--- src/inc/fdc_consts.svh ---
`ifndef FDC_CONSTS_SVH
`define FDC_CONSTS_SVH
// register offsets
`define A_MODE     5'h00
`define A_SIZE     5'h01
`define A_DTL      5'h02
`define A_SPT      5'h03
`define A_FIRST    5'h04
`define A_EOT      5'h05
`define A_STEP     5'h06
`define A_CYL      5'h07
`define A_CONF     5'h08
`define A_PRECOMP_START_TRACK   5'h09
`define A_PERP     5'h0a
`define A_LOCK     5'h0b
`define A_CTL      5'h0c
`define A_DATA     5'h0d
`define A_ST0      5'h10
`define A_ST1      5'h11
`define A_ST2      5'h12
`define A_ST3      5'h13
`define A_PCN      5'h14
// mode register fields
`define M_MFM      0
`define M_MT       1
`define M_SK       2
`define M_ND       3
`define M_EC       4
`define M_WG       5
`define M_DRV      6
`define M_HEAD     7
// configure register fields and reset values
`define C_POLL     4
`define C_FIFON    5
`define CONF_RST   8'h20
`define PRECOMP_START_TRACK_RST 8'h00
// control register fields
`define CTL_RST    7
`define CTL_BUSY   7
// timing
`define CLK_MHZ    50
`define STEP_UNIT_US 500
`define SEC_BASE   15'h0080
`endif

--- src/inc/fdc_pkg.sv ---
package fdc_pkg;
    typedef enum logic [2:0] {
        P_IDLE = 3'b000,
        P_STEP = 3'b001,
        P_PRE  = 3'b010,
        P_SECT = 3'b011,
        P_BYTE = 3'b100,
        P_HOST = 3'b101,
        P_DONE = 3'b110
    } phase_t;
    typedef enum logic [2:0] {
        OP_READ   = 3'b000,
        OP_RDDEL  = 3'b001,
        OP_WRITE  = 3'b010,
        OP_FORMAT = 3'b011,
        OP_VERIFY = 3'b100,
        OP_SEEK   = 3'b101
    } op_t;
    typedef struct packed {
        phase_t      ph;
        op_t         op;
        logic [7:0]  mode;
        logic [2:0]  n;
        logic [7:0]  data_length_limit;
        logic [7:0]  spt;
        logic [7:0]  first;
        logic [7:0]  eot;
        logic [3:0]  step_rate_interval;
        logic [7:0]  tcyl;
        logic [7:0]  present_cylinder;
        logic [7:0]  conf;
        logic [7:0]  precomp_start_track;
        logic [3:0]  perp;
        logic        lock;
        logic        ow;
        logic [7:0]  st0;
        logic [7:0]  st1;
        logic [7:0]  st2;
        logic [7:0]  st3;
        logic [7:0]  cur;
        logic        head;
        logic [14:0] bcnt;
        logic [7:0]  scnt;
        logic        skip;
        logic [23:0] cnt;
        logic [7:0]  data;
        logic [7:0]  rdata;
        logic        dreq;
        logic        irq;
        logic        step;
        logic        dir;
        logic        we;
        logic        wstb;
        logic [7:0]  wdat;
        logic        pcmp;
        logic        poll;
        logic [15:0] pcnt;
        logic        busy;
        logic        ack_m;
        logic        ack_s;
        logic        del_m;
        logic        del_s;
        logic [7:0]  rdd_m;
        logic [7:0]  rdd_s;
    } state_t;
endpackage

--- src/design/fdc_command_parameters.sv ---
// Overview of operation
// RQ1: soft reset restores fifo and precomp settings only while lock is clear
// RQ2: density bit one selects double density, zero selects single density
// RQ3: multi-track runs a cylinder from head 0 first sector to head 1 last
// RQ4: after head 0 last sector, multi-track continues at head 1 first sector
// RQ5: sector length is 128 bytes shifted left by size code, codes up to 7
// RQ6: size code zero means 128-byte sector, data length limit sets bytes moved
// RQ7: host must not pick size combinations the drive cannot hold
// RQ8: no-dma flag one interrupts the host for every byte
// RQ9: no-dma flag zero moves bytes by dma request and low acknowledge
// RQ10: perpendicular drive bits change only while overwrite permit is one
// RQ11: polling disable bit set stops drive polling, clear runs it
// RQ12: precompensation start track takes any value 00 to ff
// RQ13: multi-sector transfer starts at the programmed first sector
// RQ14: format initialises sectors-per-track sectors
// RQ15: verify with count enable checks sectors-per-track sectors
// RQ16: skip flag on normal read passes over deleted-mark sectors
// RQ17: skip flag on deleted read accesses only deleted-mark sectors
// RQ18: skip flag clear handles every sector without skipping
// RQ19: step pulses spaced by 0.5 ms units, 0.5 to 8 ms
// RQ20: four status registers loaded at end, read back by host
// RQ21: write gate timing raises write enable early for pre-erase
// RQ22: present cylinder reports head position after the command
// RQ23: fifo enable low bit zero enables fifo, one (default) disables
// RQ24: bytes beyond data length limit withheld on read, zero on write
`timescale 1ns/1ps
`include "fdc_consts.svh"
module fdc_command_parameters #(
    parameter int STEP_UNIT_CYC = `STEP_UNIT_US * `CLK_MHZ,
    parameter int PRE_CYC       = 16,
    parameter int POLL_CYC      = 2048
) (
    input  wire logic       mclk,
    input  wire logic       nrst,
    input  wire logic [4:0] addr,
    input  wire logic [7:0] wdata,
    input  wire logic       wr,
    input  wire logic       rd,
    output logic      [7:0] rdata,
    input  wire logic       dma_ack_n,
    input  wire logic       deleted_mark,
    input  wire logic [7:0] disk_rd_data,
    output logic            dma_request,
    output logic            host_irq,
    output logic            step_pulse,
    output logic            step_dir,
    output logic            write_enable,
    output logic            disk_wr_strobe,
    output logic      [7:0] disk_wr_data,
    output logic            precomp_on,
    output logic            mfm_mode,
    output logic            head_sel,
    output logic            drive_sel,
    output logic      [3:0] perp_drive,
    output logic            fifo_enable_n,
    output logic      [3:0] fifo_threshold,
    output logic            poll_strobe
);
    // parameters the counters cannot serve are refused
    if (STEP_UNIT_CYC < 8 || STEP_UNIT_CYC > 1000000 || PRE_CYC < 1 || PRE_CYC > 65535
        || POLL_CYC < 2 || POLL_CYC > 65535) begin : g_chk
        $error("fdc_command_parameters: timing parameter out of range");
    end

    // reset value of the whole state
    function automatic fdc_pkg::state_t rst_val();
        fdc_pkg::state_t r;
        r        = '0;
        r.conf   = `CONF_RST;
        r.precomp_start_track = `PRECOMP_START_TRACK_RST;
        r.ack_m  = 1'b1;
        r.ack_s  = 1'b1;
        return r;
    endfunction
    localparam fdc_pkg::state_t ST_RST = rst_val();

    fdc_pkg::state_t q;
    fdc_pkg::state_t d;
    logic [14:0]     seclen;
    logic [14:0]     limit;
    logic            rdop;
    logic            wrop;
    logic            xfer;
    logic            cmode;
    logic            last;
    logic            dacc;
    logic [7:0]      rmux;

    // sector length and host byte limit
    always_comb begin
        seclen = `SEC_BASE << q.n; // RQ5
        limit  = (q.n == 3'h0) ? {7'h00, q.data_length_limit} : seclen; // RQ6
        rdop   = (q.op == fdc_pkg::OP_READ) || (q.op == fdc_pkg::OP_RDDEL);
        wrop   = (q.op == fdc_pkg::OP_WRITE) || (q.op == fdc_pkg::OP_FORMAT);
        cmode  = (q.op == fdc_pkg::OP_FORMAT) || // RQ14
                 ((q.op == fdc_pkg::OP_VERIFY) && q.mode[`M_EC]); // RQ15
        last   = cmode ? (q.scnt + 8'h01 == q.spt) : (q.cur == q.eot);
        xfer   = !q.skip && (rdop || q.op == fdc_pkg::OP_WRITE) && (q.bcnt < limit); // RQ24
        dacc   = (rd || wr) && (addr == `A_DATA);
    end

    // register read mux
    always_comb begin
        case (addr)
            `A_MODE:   rmux = q.mode;
            `A_SIZE:   rmux = {5'h00, q.n};
            `A_DTL:    rmux = q.data_length_limit;
            `A_SPT:    rmux = q.spt;
            `A_FIRST:  rmux = q.first;
            `A_EOT:    rmux = q.eot;
            `A_STEP:   rmux = {4'h0, q.step_rate_interval};
            `A_CYL:    rmux = q.tcyl;
            `A_CONF:   rmux = q.conf;
            `A_PRECOMP_START_TRACK: rmux = q.precomp_start_track;
            `A_PERP:   rmux = {4'h0, q.perp};
            `A_LOCK:   rmux = {6'h00, q.ow, q.lock};
            `A_CTL:    rmux = {q.busy, 4'h0, q.op};
            `A_DATA:   rmux = q.data;
            `A_ST0:    rmux = q.st0; // RQ20
            `A_ST1:    rmux = q.st1;
            `A_ST2:    rmux = q.st2;
            `A_ST3:    rmux = q.st3;
            `A_PCN:    rmux = q.present_cylinder; // RQ22
            default:   rmux = 8'h00;
        endcase
    end

    // next state
    always_comb begin
        d       = q;
        d.ack_m = dma_ack_n;
        d.ack_s = q.ack_m;
        d.del_m = deleted_mark;
        d.del_s = q.del_m;
        d.rdd_m = disk_rd_data;
        d.rdd_s = q.rdd_m;
        d.step  = 1'b0;
        d.wstb  = 1'b0;
        d.poll  = 1'b0;
        d.rdata = rd ? rmux : 8'h00;
        d.pcmp  = wrop && q.we && (q.present_cylinder >= q.precomp_start_track); // RQ12
        // register writes
        if (wr) begin
            case (addr)
                `A_MODE:   d.mode = wdata; // RQ2
                `A_SIZE:   d.n = wdata[2:0];
                `A_DTL:    d.data_length_limit = wdata;
                `A_SPT:    d.spt = wdata;
                `A_FIRST:  d.first = wdata;
                `A_EOT:    d.eot = wdata;
                `A_STEP:   d.step_rate_interval = wdata[3:0];
                `A_CYL:    d.tcyl = wdata;
                `A_CONF:   d.conf = wdata; // RQ23
                `A_PRECOMP_START_TRACK: d.precomp_start_track = wdata; // RQ12
                `A_PERP:   if (q.ow) d.perp = wdata[3:0]; // RQ10
                `A_LOCK: begin
                    d.lock = wdata[0];
                    d.ow   = wdata[1];
                end
                default: ;
            endcase
        end
        // command engine
        case (q.ph)
            fdc_pkg::P_IDLE: begin
                if (wr && addr == `A_CTL && !wdata[`CTL_RST] && wdata[2:0] <= 3'h5) begin
                    d.op   = fdc_pkg::op_t'(wdata[2:0]);
                    d.busy = 1'b1;
                    d.cur  = q.first; // RQ13
                    d.head = q.mode[`M_HEAD]; // RQ3
                    d.scnt = 8'h00;
                    d.st2  = 8'h00;
                    d.cnt  = 24'h0;
                    if (wdata[2:0] == 3'h5) begin
                        d.ph = fdc_pkg::P_STEP;
                    end else if (wdata[2:0] == 3'h2 && q.mode[`M_WG]
                                 && q.perp[q.mode[`M_DRV]]) begin
                        d.ph  = fdc_pkg::P_PRE; // RQ21
                        d.we  = 1'b1;
                        d.cnt = 24'(PRE_CYC);
                    end else begin
                        d.ph = fdc_pkg::P_SECT;
                    end
                end
            end
            fdc_pkg::P_STEP: begin
                if (q.cnt != 24'h0) begin
                    d.cnt = q.cnt - 24'h1;
                end else if (q.present_cylinder == q.tcyl) begin
                    d.ph = fdc_pkg::P_DONE;
                end else begin
                    d.step = 1'b1; // RQ19
                    d.dir  = q.tcyl > q.present_cylinder;
                    d.present_cylinder  = (q.tcyl > q.present_cylinder) ? q.present_cylinder + 8'h01 : q.present_cylinder - 8'h01;
                    d.cnt  = 24'(({20'h0, q.step_rate_interval} + 24'h1) * 24'(STEP_UNIT_CYC)); // RQ19
                end
            end
            fdc_pkg::P_PRE: begin
                if (q.cnt > 24'h1) d.cnt = q.cnt - 24'h1;
                else d.ph = fdc_pkg::P_SECT;
            end
            fdc_pkg::P_SECT: begin
                d.skip = q.mode[`M_SK] && ( // RQ18
                         (q.op == fdc_pkg::OP_READ && q.del_s) || // RQ16
                         (q.op == fdc_pkg::OP_RDDEL && !q.del_s)); // RQ17
                d.st2[6] = q.st2[6] | (q.del_s ^ (q.op == fdc_pkg::OP_RDDEL));
                d.bcnt = 15'h0;
                if (wrop) d.we = 1'b1;
                d.ph = fdc_pkg::P_BYTE;
            end
            fdc_pkg::P_BYTE: begin
                if (q.bcnt == seclen) begin
                    d.scnt = q.scnt + 8'h01;
                    if (!last) begin
                        d.cur = q.cur + 8'h01;
                        d.ph  = fdc_pkg::P_SECT;
                    end else if (q.mode[`M_MT] && !q.head && !cmode) begin
                        d.head = 1'b1; // RQ4
                        d.cur  = 8'h01;
                        d.ph   = fdc_pkg::P_SECT;
                    end else begin
                        d.ph = fdc_pkg::P_DONE;
                    end
                end else if (xfer) begin
                    if (rdop) d.data = q.rdd_s;
                    d.dreq = !q.mode[`M_ND]; // RQ9
                    d.irq  = q.mode[`M_ND]; // RQ8
                    d.ph   = fdc_pkg::P_HOST;
                end else begin
                    if (wrop) begin
                        d.wstb = 1'b1; // RQ24
                        d.wdat = 8'h00;
                    end
                    d.bcnt = q.bcnt + 15'h1;
                end
            end
            fdc_pkg::P_HOST: begin
                if (dacc && (q.mode[`M_ND] || !q.ack_s)) begin // RQ9
                    d.dreq = 1'b0;
                    d.irq  = 1'b0;
                    if (wrop) begin
                        d.wstb = 1'b1;
                        d.wdat = wdata;
                    end
                    d.bcnt = q.bcnt + 15'h1;
                    d.ph   = fdc_pkg::P_BYTE;
                end
            end
            fdc_pkg::P_DONE: begin
                d.we   = 1'b0;
                d.busy = 1'b0;
                d.ph   = fdc_pkg::P_IDLE;
                d.st0  = {2'b00, q.op == fdc_pkg::OP_SEEK, 2'b00, q.head, 1'b0, q.mode[`M_DRV]};
                d.st1  = {rdop && q.cur == q.eot && !q.mode[`M_MT], 7'h00};
                d.st3  = {3'b001, q.present_cylinder == 8'h00, 1'b0, q.head, 1'b0, q.mode[`M_DRV]};
            end
            default: d.ph = fdc_pkg::P_IDLE;
        endcase
        // drive polling while idle
        if (q.ph == fdc_pkg::P_IDLE && !q.conf[`C_POLL]) begin // RQ11
            if (q.pcnt >= 16'(POLL_CYC - 1)) begin
                d.pcnt = 16'h0;
                d.poll = 1'b1;
            end else begin
                d.pcnt = q.pcnt + 16'h1;
            end
        end else begin
            d.pcnt = 16'h0;
        end
        // soft reset aborts the command; lock protects configuration
        if (wr && addr == `A_CTL && wdata[`CTL_RST]) begin
            d.ph   = fdc_pkg::P_IDLE;
            d.busy = 1'b0;
            d.dreq = 1'b0;
            d.irq  = 1'b0;
            d.we   = 1'b0;
            if (!q.lock) begin // RQ1
                d.conf   = `CONF_RST; // RQ23
                d.precomp_start_track = `PRECOMP_START_TRACK_RST;
            end
        end
    end

    // state register
    always_ff @(posedge mclk or negedge nrst) begin
        if (!nrst) q <= ST_RST;
        else q <= d;
    end

    // outputs straight from the state register
    assign rdata          = q.rdata;
    assign dma_request    = q.dreq;
    assign host_irq       = q.irq;
    assign step_pulse     = q.step;
    assign step_dir       = q.dir;
    assign write_enable   = q.we;
    assign disk_wr_strobe = q.wstb;
    assign disk_wr_data   = q.wdat;
    assign precomp_on     = q.pcmp;
    assign mfm_mode       = q.mode[`M_MFM];
    assign head_sel       = q.head;
    assign drive_sel      = q.mode[`M_DRV];
    assign perp_drive     = q.perp;
    assign fifo_enable_n  = q.conf[`C_FIFON];
    assign fifo_threshold = q.conf[3:0];
    assign poll_strobe    = q.poll;
endmodule // fdc_command_parameters

--- config.mk ---
export PLATFORM = sky130hd
export DESIGN_NAME = fdc_command_parameters
export DESIGN_NICKNAME = d
export VERILOG_FILES = /design/src/inc/fdc_pkg.sv /design/src/design/fdc_command_parameters.sv
export VERILOG_INCLUDE_DIRS = /design/src /design/src/inc
export SDC_FILE = /design/constraint.sdc
export NUM_CORES = 1
export LEC_CHECK = 0
export BUFFER_PORTS_ARGS = -buffer_cell sky130_fd_sc_hd__buf_2
export CORE_AREA = 2 2 224 226
export CTS_CLUSTER_SIZE = 16
export DETAILED_ROUTE_END_ITERATION = 10
export DIE_AREA = 0 0 226 228
export GPL_TIMING_DRIVEN = 0
export REMOVE_ABC_BUFFERS = 1
export SLEW_MARGIN = 10
export SYNTH_ARGS = -nofsm -noshare
export SYNTH_HDL_FRONTEND = slang
export SYNTH_SLANG_ARGS = --single-unit
--- constraint.sdc ---
create_clock -name mclk -period 5.72 [get_ports mclk]
set_clock_uncertainty 0.2 [all_clocks]
set_input_delay 0.286 -clock mclk [delete_from_list [all_inputs] [get_ports mclk]]
set_output_delay 0.286 -clock mclk [all_outputs]
set_load 0.01 [all_outputs]
==> reports/qor.yml <==
status: "finished, final reports clean"
wl_per_cell_um: 18.0
holdCritPathClass: "in2async"
clock_sinks: 224
clk_latency_ps: 560
synth-seq-cells: 224
drt-pass1-iter-count: 7
grt_max_degree: 114
cp_data_required_time_ps: 5960
synth_top_family_by_area: "simple AND/OR/NAND/NOR gates"
cp_max_fo: 7
final_cells: 2027
async_flop_share_pct: 100
dp_slack_ps: 868
grt_pass1_vias: 10300
yosysUniqueCellTypes: 77
setup.worst_path.class: "reg2reg"
setup_violations: 0
grt.met2_usage_pct: 22.2
die_x_um: 226
io_buffers: 62
start_kind: "register"
layout_commonest_cell: "dfrtp_1"
fmax_ghz: 0.207
vias: 10300
cts_setup_buffers: 0
crit_chain: "ha_1 -> xor2_1 -> ha_1 -> xnor2_1 -> ha_1 -> ha_1 -> ha_1 -> a21oi_1 -> o211ai_1 -> o41ai_1 -> o21ai_0 -> a31oi_1 -> xor2_1 -> o32ai_1 -> a22o_1"
cts-root-buf: "clkbuf_16"
setup_ws_ps: 892
drtIter0Drc: 867
synthFlopType: "dfrtp_1"
ir_worst_vdd_v: 0.000265
nNetsFinal: 1439
antenna_cells: 0
htreeDepth: 1
synth_area_um2: 12700
final_cell_mix: "dfrtp_1, nand2_1, nor2_1"
area_growth_pct: 15.5
grt_overflow: 0
syn-instance-count: 1301
hold_violations: 0
totalWireLength_um: 36400
synth_compound_area_share_pct: 16.0
die_area_um2: 51500
period_minus_slack_ps: 4830
numCtsBuffers: 26
drv_slew: 0
relSlewSlack_pct: 14.8
vias_per_cell: 5.08
cp_top_family: "compound AO/OA/AOI/OAI gates"
clockBufferDepth: 3
cp.depth: 15
dp_hpwl_um: 25800
powerDensity_nw_per_um2: 464
p_leak_nw: 6.54
maxCapViolCount: 0
muxShareOfSynthArea_pct: 6.98
fp-row-count: 82
power_mw: 6.80
dp_cells: 1965
slowest_stage: "dfrtp_1"
ant_nets: 0
ys_seq_area_share_pct: 44.2
synth_xor_area_share_pct: 4.42
synth_simple_gate_area_share_pct: 16.2
cts_tree: "done"
rsz0062_at_grt: "false"
io_pins: 63
setup_tns_ps: 0
synth_adder_area_share_pct: 7.42
grt_use_met1_pct: 19.0
drive_gt1_share_pct: 15.1
ff2ff_path_depth: 15
tightest_slew_ps: 1270
crit_buf_inv: 0
cp-end-kind: "register"
crit_path_frequent_cell: "ha_1"
dieHeight_um: 228
arrival_ps: 5060
met3_usage_pct: 2.74
finalCritPeriodShare_pct: 84.4
antenna_found_initial: 1
ys_warn_count: 0
synth_edf_count: 0
busiest_layer: "met2"
gp_congestion: 0.907
start_util_pct: 25.7
max_stage_delay_ps: 640
grt_pass1_wl_um: 58300
path_clk_slew_ps: 70
syn_avg_cell_area_um2: 9.75
grt_use_total_pct: 14.1
drc: 0
core_um2: 49300
## cells by family after synthesis
kind of cell / Yosys count
flip-flops: 224
buffers and inverters: 131
AND/OR/NAND/NOR: 415
multiplexers: 79
AO/OA/AOI/OAI: 313
adder cells (fa/ha/maj): 74
other: 1
XOR/XNOR: 64
## routing by layer
| layer | wire, µm | part of all wire (%) |
|---|---|---|
| met5 | 17 | 0.047 |
| met4 | 1440 | 4.0 |
| met3 | 2280 | 6.3 |
| met2 | 16500 | 45 |
| met1 | 16100 | 44 |
## state kept, by name, indices dropped and copies added (netlist names)
signal	count
q	178
d	10
disk_wr_data	8
rdata	8
fifo_threshold	4
perp_drive	4
disk_wr_strobe	1
dma_request	1
drive_sel	1
fifo_enable_n	1
head_sel	1
host_irq	1
mfm_mode	1
poll_strobe	1
precomp_on	1
step_dir	1
step_pulse	1
write_enable	1
## worst register-to-register path: cells and delay by family (launching register included)
family / cells / cell delay [ps]
compound gates: 7 / 1650
flops: 1 / 640
xor+xnor: 3 / 800
fa+ha+maj: 5 / 1430
## power by group
part           leakage, nW  total (mW)  internal, mW  switching (mW)
registers             2.87        2.41          1.94           0.471
clock network        0.457        1.83          1.13           0.697
logic                 3.21        2.56          1.07            1.50
total                 6.54        6.80          4.13            2.66
## stage by stage
| stage | util, % | hold slack [ps] | cell area, µm² |
|---|---|---|---|
| 2_1_floorplan | - | -210 | 12300 |
| 3_3_place_gp | 27.2 | 132 | 13400 |
| 3_5_place_dp | 27.4 | 7.52 | 13500 |
| 4_1_cts | 29.7 | 4.02 | 14600 |
| 5_1_grt | 29.7 | 34.6 | 14600 |
| 6_report | 29.7 | 21.6 | 14600 |
## cell usage after synthesis, types with 3 or more instances
master | instances | area, µm²
or3_1 | 8 | 50.1
a21oi_1 | 70 | 350
nor3b_1 | 6 | 45.0
nand4_1 | 12 | 75.1
o21ai_0 | 100 | 500
buf_4 | 24 | 180
inv_1 | 53 | 199
nor3_1 | 28 | 140
nor2b_1 | 11 | 68.8
a2111oi_0 | 3 | 26.3
a22oi_1 | 16 | 120
a21o_1 | 12 | 90.1
ha_1 | 72 | 901
nand2_1 | 105 | 394
o211ai_1 | 5 | 37.5
o31ai_1 | 4 | 30.0
nand2b_1 | 14 | 87.6
dfrtp_1 | 221 | 5530
o21a_1 | 3 | 22.5
nand4b_1 | 3 | 26.3
a31oi_1 | 11 | 68.8
xnor2_1 | 26 | 228
nand3_1 | 53 | 265
a22o_1 | 17 | 149
a211o_1 | 7 | 61.3
o22ai_1 | 7 | 43.8
nor2_1 | 102 | 383
clkbuf_1 | 41 | 154
or2_2 | 5 | 31.3
mux2_2 | 76 | 856
xor2_1 | 38 | 333
a211oi_1 | 4 | 30.0
o41ai_1 | 8 | 70.1
buf_2 | 8 | 40.0
nor4bb_1 | 3 | 30.0
nand3b_1 | 13 | 97.6
a221oi_1 | 15 | 131
a222oi_1 | 5 | 50.1
nor4_1 | 9 | 56.3
dfstp_2 | 3 | 78.8
mux2i_1 | 3 | 30.0
and3_1 | 29 | 181
a32oi_1 | 5 | 43.8
## worst paths after layout
kind | startpoint | to | slack (ps)
worst min register to register | d[7] | q[7] | 140
worst min-delay path | nrst | q[75] | 20
worst max-delay path | q[196] | q[87] | 890
max in group asynchronous | nrst | d[3] | 4050
min in group mclk | addr[1] | rdata[4] | 30
worst max register to register | q[196] | q[87] | 890
## what timing repair did
item,4_1_cts,5_1_grt
hold endpoints to repair,169,0
gates resized for setup,0,0
hold buffers,17,0
endpoints found under the setup margin,0,0
## area by class of cell
cell class	count	area, µm²
Sequential cell	224	5610
Inverter	53	199
Tap cell	672	841
Clock inverter	15	246
Clock buffer	30	686
Fill cell	5109	34700
Multi-Input combinational cell	950	6500
Timing Repair Buffer	83	564
Power figures use the tool's default switching activity.
